$ cat src/inc/auto_dial_defs.svh
`ifndef AUTO_DIAL_DEFS_SVH
`define AUTO_DIAL_DEFS_SVH

// ----------------------------------------------------------------
// Register byte offsets
// ----------------------------------------------------------------
`define AD_OFS_CTRL      8'h00
`define AD_OFS_STATUS    8'h04
`define AD_OFS_EVENT     8'h08
`define AD_OFS_MASK      8'h0c

// ----------------------------------------------------------------
// Field positions and widths
// ----------------------------------------------------------------
`define AD_IRQSEL_W      3
`define AD_EVT_W         5
`define AD_EVT_WRITE     0
`define AD_EVT_READ      1
`define AD_EVT_DIGIT     2
`define AD_EVT_ABANDON   3
`define AD_EVT_CHANIRQ   4
`define AD_STAT_INS_LSB  8
`define AD_STAT_IRQ_BIT  13

// ----------------------------------------------------------------
// Reset values
// ----------------------------------------------------------------
`define AD_IRQSEL_RST    3'h0
`define AD_MASK_RST      5'h00
`define AD_LATCH_RST     8'h00

// ----------------------------------------------------------------
// Bus answers
// ----------------------------------------------------------------
`define AD_RESP_OKAY     2'h0
`define AD_RESP_SLVERR   2'h2

`endif

$ cat src/inc/auto_dial_pkg.sv
package auto_dial_pkg;

	// Latch entries that drive the dialer
	typedef enum logic [2:0] {
		ENT_CALL_REQ   = 3'b000,
		ENT_DIGIT_PRES = 3'b001,
		ENT_DIGIT_W8   = 3'b010,
		ENT_DIGIT_W4   = 3'b011,
		ENT_DIGIT_W2   = 3'b100,
		ENT_DIGIT_W1   = 3'b101
	} latch_entry_t;

	// Whole state of the port
	typedef struct packed {
		logic [7:0]  latch;
		logic [5:0]  dialOut;
		logic        serialIn;
		logic        serialInOeN;
		logic [7:0]  irqLevelN;
		logic        readEnPrev;
		logic [4:0]  insPrev;
		logic        chanIrqPrev;
		logic [2:0]  irqSel;
		logic [4:0]  event_;
		logic [4:0]  mask;
		logic        awHeld;
		logic        wHeld;
		logic [7:0]  awAddr;
		logic [31:0] wData;
		logic [3:0]  wStrb;
		logic        bValid;
		logic [1:0]  bResp;
		logic        rValid;
		logic [31:0] rData;
		logic [1:0]  rResp;
	} state_t;

endpackage

$ cat src/rtl/auto_dial_bit_port.sv
// Design decisions made here: register access over AXI4-Lite and the register addresses.
`timescale 1ns/1ps
// Overview of operation
// RULE1 - Dialer writes set one bit of an eight-entry latch, enabled by secondary select.
// RULE2 - Dialer reads pick one bit via an eight-input selector, enabled by select.
// RULE3 - Buffered I/O reset clears the output latch, making all dialer outputs inactive.
// RULE4 - The selected bit returns to the host on the serial input line, buffered.
// RULE5 - The five dialer status inputs are inverted before the selector.
// RULE6 - The six latched dialer outputs are inverted before being driven out.
// RULE7 - Channel interrupt request is routed to exactly one of eight system levels.
// RULE8 - Base match, aux select, address bit ten and strobe high enable the latch.
// RULE9 - Base match, aux select, address bit ten high, strobe low enable the selector.
// RULE10 - Dialer reachable only on base match with controller-select line low.
// RULE11 - Low three bit-address lines pick the entry; written value comes from serial out.
`include "auto_dial_defs.svh"

module auto_dial_bit_port
	import auto_dial_pkg::*;
(
	input  wire logic        mclk,
	input  wire logic        resetn,
	input  wire logic        ce,
	// Bit bus
	input  wire logic        chanABaseMatch,
	input  wire logic        controllerSelectAddrN,
	input  wire logic        addrBitTen,
	input  wire logic [2:0]  bitbusBitAddr,
	input  wire logic        bitbusBitStrobe,
	input  wire logic        bitbusSerialOut,
	output logic             bitbusSerialIn,
	output logic             bitbusSerialInOeN,
	input  wire logic        bufferedIoResetN,
	// Dialer status lines
	input  wire logic        lineOccupiedIn,
	input  wire logic        nextDigitRequestIn,
	input  wire logic        abandonRetryIn,
	input  wire logic        setStatusIn,
	input  wire logic        powerIndicationIn,
	// Dialer control lines
	output logic             callRequestOut,
	output logic             digitPresentOut,
	output logic             digitW8Out,
	output logic             digitW4Out,
	output logic             digitW2Out,
	output logic             digitW1Out,
	// Interrupt routing
	input  wire logic        chanIrqN,
	output logic [7:0]       sysIrqLevelN,
	output logic             irq,
	// AXI4-Lite slave
	input  wire logic [7:0]  awaddr,
	input  wire logic        awvalid,
	output logic             awready,
	input  wire logic [31:0] wdata,
	input  wire logic [3:0]  wstrb,
	input  wire logic        wvalid,
	output logic             wready,
	output logic [1:0]       bresp,
	output logic             bvalid,
	input  wire logic        bready,
	input  wire logic [7:0]  araddr,
	input  wire logic        arvalid,
	output logic             arready,
	output logic [31:0]      rdata,
	output logic [1:0]       rresp,
	output logic             rvalid,
	input  wire logic        rready
);

	// ----------------------------------------------------------------
	// State
	// ----------------------------------------------------------------
	state_t s_q;
	state_t s_d;

	// ----------------------------------------------------------------
	// Select decode
	// ----------------------------------------------------------------
	logic       auxSel;
	logic       writeEn;
	logic       readEn;
	logic [4:0] insInv;
	logic [7:0] selData;

	// Aux select only with base match and controller line low
	assign auxSel  = chanABaseMatch && !controllerSelectAddrN;   // see RULE10
	assign writeEn = auxSel && addrBitTen && bitbusBitStrobe;    // see RULE8
	assign readEn  = auxSel && addrBitTen && !bitbusBitStrobe;   // see RULE9

	// Status lines inverted on the way into the selector
	assign insInv = ~{powerIndicationIn, setStatusIn, abandonRetryIn,
		nextDigitRequestIn, lineOccupiedIn};                      // see RULE5

	// Selector inputs; top three read as zero
	assign selData = {3'h0, insInv};

	// ----------------------------------------------------------------
	// Register access helpers
	// ----------------------------------------------------------------
	logic        doWrite;
	logic        wrCtrl;
	logic        wrEvent;
	logic        wrMask;
	logic        wrHit;
	logic        doRead;
	logic [31:0] rdValue;
	logic        rdHit;
	logic [4:0]  evtSet;
	logic [4:0]  evtClr;

	// A write completes once address and data are both held
	assign doWrite = s_q.awHeld && s_q.wHeld && !s_q.bValid;
	assign wrCtrl  = doWrite && (s_q.awAddr == `AD_OFS_CTRL);
	assign wrEvent = doWrite && (s_q.awAddr == `AD_OFS_EVENT);
	assign wrMask  = doWrite && (s_q.awAddr == `AD_OFS_MASK);
	assign wrHit   = wrCtrl || wrEvent || wrMask ||
		(s_q.awAddr == `AD_OFS_STATUS);
	assign doRead  = arvalid && arready;

	// Read data selection
	always_comb begin
		rdValue = 32'h0;
		rdHit   = 1'b1;
		case (araddr)
			`AD_OFS_CTRL: begin
				rdValue[`AD_IRQSEL_W-1:0] = s_q.irqSel;
			end
			`AD_OFS_STATUS: begin
				rdValue[7:0] = s_q.latch;
				rdValue[`AD_STAT_INS_LSB +: 5] = insInv;
				rdValue[`AD_STAT_IRQ_BIT] = !chanIrqN;
			end
			`AD_OFS_EVENT: begin
				rdValue[`AD_EVT_W-1:0] = s_q.event_;
			end
			`AD_OFS_MASK: begin
				rdValue[`AD_EVT_W-1:0] = s_q.mask;
			end
			default: begin
				rdHit = 1'b0;
			end
		endcase
	end

	// Event sources; edge pulses, except the write event, which follows writeEn for as long as it is high
	always_comb begin
		evtSet = 5'h0;
		evtSet[`AD_EVT_WRITE]   = writeEn;
		evtSet[`AD_EVT_READ]    = readEn && !s_q.readEnPrev;
		evtSet[`AD_EVT_DIGIT]   = insInv[1] && !s_q.insPrev[1];
		evtSet[`AD_EVT_ABANDON] = insInv[2] && !s_q.insPrev[2];
		evtSet[`AD_EVT_CHANIRQ] = !chanIrqN && s_q.chanIrqPrev;
		evtClr = 5'h0;
		if (wrEvent && s_q.wStrb[0]) begin
			evtClr = s_q.wData[`AD_EVT_W-1:0];
		end
	end

	// ----------------------------------------------------------------
	// Next-state logic
	// ----------------------------------------------------------------
	always_comb begin
		s_d = s_q;

		// Output latch: reset clears, else strobe writes one entry
		if (!bufferedIoResetN) begin
			s_d.latch = `AD_LATCH_RST;                      // see RULE3
		end else if (writeEn) begin
			s_d.latch[bitbusBitAddr] = bitbusSerialOut;     // see RULE1 RULE11
		end

		// Dialer lines are the inverse of the latch
		s_d.dialOut = ~{s_d.latch[ENT_DIGIT_W1], s_d.latch[ENT_DIGIT_W2],
			s_d.latch[ENT_DIGIT_W4], s_d.latch[ENT_DIGIT_W8],
			s_d.latch[ENT_DIGIT_PRES], s_d.latch[ENT_CALL_REQ]}; // see RULE6

		// Selector drives the serial input line only while read-enabled
		s_d.serialIn    = readEn ? selData[bitbusBitAddr] : 1'b0; // see RULE2 RULE4
		s_d.serialInOeN = !readEn;                                 // see RULE4

		// One system level carries the channel request
		for (int i = 0; i < 8; i++) begin
			s_d.irqLevelN[i] = !((s_q.irqSel == 3'(i)) && !chanIrqN); // see RULE7
		end

		// Edge history
		s_d.readEnPrev  = readEn;
		s_d.insPrev     = insInv;
		s_d.chanIrqPrev = chanIrqN;

		// Sticky events: a set in the clearing cycle survives
		s_d.event_ = (s_q.event_ & ~evtClr) | evtSet;

		// Control and mask writes
		if (wrCtrl && s_q.wStrb[0]) begin
			s_d.irqSel = s_q.wData[`AD_IRQSEL_W-1:0];
		end
		if (wrMask && s_q.wStrb[0]) begin
			s_d.mask = s_q.wData[`AD_EVT_W-1:0];
		end

		// Write address and data captured independently
		if (awvalid && awready) begin
			s_d.awHeld = 1'b1;
			s_d.awAddr = awaddr;
		end
		if (wvalid && wready) begin
			s_d.wHeld = 1'b1;
			s_d.wData = wdata;
			s_d.wStrb = wstrb;
		end
		if (doWrite) begin
			s_d.awHeld = 1'b0;
			s_d.wHeld  = 1'b0;
			s_d.bValid = 1'b1;
			s_d.bResp  = wrHit ? `AD_RESP_OKAY : `AD_RESP_SLVERR;
		end else if (s_q.bValid && bready) begin
			s_d.bValid = 1'b0;
		end

		// Read answer one cycle after the address is taken
		if (doRead) begin
			s_d.rValid = 1'b1;
			s_d.rData  = rdValue;
			s_d.rResp  = rdHit ? `AD_RESP_OKAY : `AD_RESP_SLVERR;
		end else if (s_q.rValid && rready) begin
			s_d.rValid = 1'b0;
		end
	end

	// ----------------------------------------------------------------
	// State register
	// ----------------------------------------------------------------
	always_ff @(posedge mclk or negedge resetn) begin
		if (!resetn) begin
			s_q             <= '0;
			s_q.latch       <= `AD_LATCH_RST;
			s_q.dialOut     <= 6'h3f;
			s_q.serialInOeN <= 1'b1;
			s_q.irqLevelN   <= 8'hff;
			s_q.insPrev     <= 5'h1f;
			s_q.chanIrqPrev <= 1'b1;
			s_q.irqSel      <= `AD_IRQSEL_RST;
			s_q.mask        <= `AD_MASK_RST;
		end else if (ce) begin
			s_q <= s_d;
		end
	end

	// ----------------------------------------------------------------
	// Outputs
	// ----------------------------------------------------------------
	// Bus handshakes; all idle while frozen so no transfer is taken and then lost
	assign awready = ce && !s_q.awHeld && !s_q.bValid;
	assign wready  = ce && !s_q.wHeld && !s_q.bValid;
	assign arready = ce && !s_q.rValid;
	assign bvalid  = ce && s_q.bValid;
	assign bresp   = s_q.bResp;
	assign rvalid  = ce && s_q.rValid;
	assign rdata   = s_q.rData;
	assign rresp   = s_q.rResp;

	// Bit bus and dialer pins
	assign bitbusSerialIn    = s_q.serialIn;
	assign bitbusSerialInOeN = s_q.serialInOeN;
	assign callRequestOut    = s_q.dialOut[0];
	assign digitPresentOut   = s_q.dialOut[1];
	assign digitW8Out        = s_q.dialOut[2];
	assign digitW4Out        = s_q.dialOut[3];
	assign digitW2Out        = s_q.dialOut[4];
	assign digitW1Out        = s_q.dialOut[5];

	// Interrupts
	assign sysIrqLevelN = s_q.irqLevelN;
	assign irq          = |(s_q.event_ & s_q.mask);

endmodule

$ cat config.mk
export PLATFORM = sky130hd
export DESIGN_NAME = auto_dial_bit_port
export DESIGN_NICKNAME = d
export VERILOG_FILES = /design/src/inc/auto_dial_pkg.sv /design/src/rtl/auto_dial_bit_port.sv
export VERILOG_INCLUDE_DIRS = /design/src /design/src/inc
export SDC_FILE = /design/constraint.sdc
export NUM_CORES = 1
export LEC_CHECK = 0
export ABC_AREA = 1
export BUFFER_PORTS_ARGS = -buffer_cell sky130_fd_sc_hd__buf_2
export CAP_MARGIN = 20
export CORE_ASPECT_RATIO = 1.5
export CORE_MARGIN = 5
export CORE_UTILIZATION = 55
export DETAILED_ROUTE_END_ITERATION = 10
export GPL_TIMING_DRIVEN = 1
export PLACE_DENSITY_LB_ADDON = 0.3
export SLEW_MARGIN = 25
export SYNTH_ARGS = -nofsm -noshare
export SYNTH_HDL_FRONTEND = slang
export SYNTH_SLANG_ARGS = --single-unit
$ cat constraint.sdc
create_clock -name mclk -period 2.6 [get_ports mclk]
set_input_delay 0.13 -clock mclk [delete_from_list [all_inputs] [get_ports mclk]]
set_output_delay 0.13 -clock mclk [all_outputs]
set_load 0.005 [all_outputs]
==> metrics.md <==
| Metric | Value |
|---|---|
| Final wirelength | between 8000 and 9000 µm |
| WP depth | 5 |
| Initial Util | a little under three fifths |
| Setup tns final | 0 ns |
| DR DRC count | 0 |
| Post-route core utilization | 63.1% |
| Crit path max fanout | 3 |
| Clk_lat worst skew | around 0.35 ns |
| Met2 wire len | around 4600 µm |
| CP endpoint kind | output pin |
| Final design instance area without fill | 4500 µm² |
| Area delta synth->final | 13.7% |
| I/O Pins | between 100 and 150 |
| CP arrival | 1.31 ns |
| Worst VDD drop | between 0.5 and 0.6 mV |
| Seq/Total Area, Yosys | 48.0% |
| Final hold violation count | 0 |
| Worst Path Required | between 2 and 2.5 ns |
| Setup Skew | approximately 0.010 ns |
| Via count | approximately 3,200 |
| Clock slew at reported path FFs | approximately 0.080 ns |
| Netlist cell types | 28 |
| Hold path start | wdata[1] |
| H-tree levels | 3 |
| Global Route Usage Sum | between 20 and 25% |
| Peak Freq | 0.692 GHz |
| Leakage power total | between 2 and 2.5 nW |
| Final period util | roughly 56% |
| Commonest non-fill, non-tap cell in the layout | nand2_1 |
| Hold Path Depth | 2 |
| Status | finished, final reports clean |
| Final HPWL DP | roughly 6400 µm |
| Worst-path cell chain | nand2_1 -> nand2_1 -> a221oi_1 -> nand2_1 -> buf_2 |
| Mapped Area | ~4000 µm² |
| Slew @ Worst Pin | roughly 0.86 ns |
| Die Area | 9020 µm² |
| CTS tree | built |
| Crit path time final | about 1.4 ns |
| Flop2flop setup slack | between 1 and 1.5 ns |
| First-pass GRT wire length | 14,200 µm |
| Clock tree buffer depth | 2 |
| Buf/Inv on CP | 1 |
| Syn Area/Cell | 8.14 µm² |
| Startpoint Class | flip-flop |
| DR vias/cell | 5.04 |
| Start of the worst register-to-register path | s_q[79] |
| Placed instance area | 4150 µm² |
| Die X | 79.3 µm |
| Layout cells sized above 1 | about 27% |
| Placed cell count | ~610 |
| Initial antenna violation count | 0 |
| Pre-Repair DR Iteration Count | 4 |
| Crit path top cell by count | nand2_1 |
| Max-Cap Viols | 0 |
| Setup violators final | 0 |
| Power Dens Cells | ~670 nW/µm² |
| Final ANT Viol Nets | 0 |
| Number of global-route vias before repair | 3,181 |
| Final Wtd Congestion | just over 0.9 |
| Relative slew margins | between 40% and 50% |
| Fin nets | between 600 and 700 |
| Yosys reg bits | 75 |
| Crit-path leading delay family | flip-flops |
| # resized after CTS | 0 |
| Non-Filler Instances | 644 |
| Die Ht | 114 µm |
| Final WS setup | between 1 and 1.5 ns |
| Cts bufs inserted | 9 |
| Max incr delay on CP | about 0.42 ns |
| # diodes | 0 |
| CORE AREA | 7130 µm² |
| Critical path type | reg2out |
| Largest net degree at the start of global routing | 39 |
| Final Max Slew Viols | 0 |
| GRT overflow | 0 |
| DR WL/cell | between 10 and 15 µm |
| Top routing layer in use | met4 |
| Num rows | 38 |
| Routed wl met3 | 448 µm |
| Detailed Route Iter0 Violations | 182 |
| Critical path's slowest cell | dfrtp_1 |
| Clock Sink Count | between 70 and 80 |
| Yosys warns | 0 |
| Root buffer cell | clkbuf_8 |
| Setup WS pre-CTS | between 0.9 and 1 ns |
| RSZ-0062 raised after global routing | no |
| Worst r2r dst | s_q[92] |
| Hold WC Path Type | in2reg |
| Port bufs | 82 |
| Post-synthesis instance total | 486 |
| Most frequent cells in the layout | 157 x nand2_1, 82 x buf_2, 57 x dfrtp_1, 39 x nand3_1, 38 x nor2_1 |
| Wl on met1 | ~3300 µm |
| Endpoint, Worst Hold | s_q[43] |
| Worst reg-to-reg path cell count | 6 |
| Total Power | about 3 mW |
| Fin Hold WS | ~0.014 ns |
-- how the worst max path moves through the flow --
stage	from	end	slack, ns
4_1_cts	s_q[90]	irq	1.12
5_1_grt	s_q[84]	irq	1.02
3_3_place_gp	ce	sysIrqLevelN[2]	1.00
6_report	s_q[90]	irq	1.16
2_1_floorplan	s_q[37]	s_q[84]	1.43
3_5_place_dp	ce	rdata[7]	0.95
-- layout make-up --
class                           count  area (µm²)
Inverter                           35         131
Sequential cell                    75        1900
Fill cell                         635        2640
Timing Repair Buffer              101         608
Clock buffer                       12         155
Multi-Input combinational cell    337        1580
Clock inverter                      4        25.0
Tap cell                           80         100
-- layer usage --
layer	vias to the layer above	track usage (%)
met5	-	0
met4	0	9.06
met3	21	4.58
met2	88	36.1
met1	1505	22.0
li1	1634	-
-- power by group --
| group | total [mW] | switching, mW | internal (mW) |
|---|---|---|---|
| Clock | 0.813 | 0.418 | 0.395 |
| Sequential | 1.54 | 0.164 | 1.38 |
| Combinational | 0.643 | 0.391 | 0.252 |
-- cell families after synthesis --
family | after synthesis | share of synthesized area (%)
simple gates | 270 | 30.6
flops | 75 | 48.0
mux | 6 | 1.71
buf+inv | 93 | 13.9
compound gates | 41 | 5.72
other cells | 1 | 0.0948
-- worst reg2reg max path: cells and delay by family (launching register included) --
| family | cells | cell delay [ns] |
|---|---|---|
| AO/OA/AOI/OAI | 1 | 0.08 |
| flip-flops | 1 | 0.38 |
| AND/OR/NAND/NOR | 5 | 0.83 |
-- sequential cells by signal (all words and copies together), names as in the netlist --
signal / cells
digitW2Out: 1
callRequestOut: 1
digitW8Out: 1
bitbusSerialInOeN: 1
rdata: 14
digitPresentOut: 1
sysIrqLevelN: 8
rresp: 1
bresp: 1
digitW4Out: 1
bitbusSerialIn: 1
digitW1Out: 1
s_q: 43
-- synth_stat cells --
library cell / n / area share, %
dfrtp_1: 57 / 36
dfstp_2: 18 / 12
inv_2: 5 / 0.47
nand3_2: 1 / 0.25
nand2_1: 157 / 15
o21ai_1: 8 / 1.0
a221oi_1: 1 / 0.22
nor2_2: 4 / 0.63
buf_6: 2 / 0.57
nor2_1: 38 / 3.6
o21ai_0: 16 / 2.0
inv_1: 30 / 2.8
o31ai_1: 7 / 1.3
nand3_1: 39 / 4.9
nand4_1: 9 / 1.4
clkbuf_1: 1 / 0.095
conb_1: 1 / 0.095
nor2_4: 1 / 0.28
nor3_4: 2 / 0.82
or2_2: 2 / 0.32
nand2_2: 5 / 0.79
a21oi_1: 9 / 1.1
buf_2: 8 / 1.0
nor3_1: 4 / 0.51
mux2_2: 6 / 1.7
buf_4: 47 / 8.9
nor3_2: 7 / 1.8
nor3b_2: 1 / 0.32
-- timing repair --
item / CTS / global route
setup buffers: 0 / 0
endpoints found under the hold margin: 51 / 1
hold buffers: 16 / 1
Power figures use the tool's default switching activity.
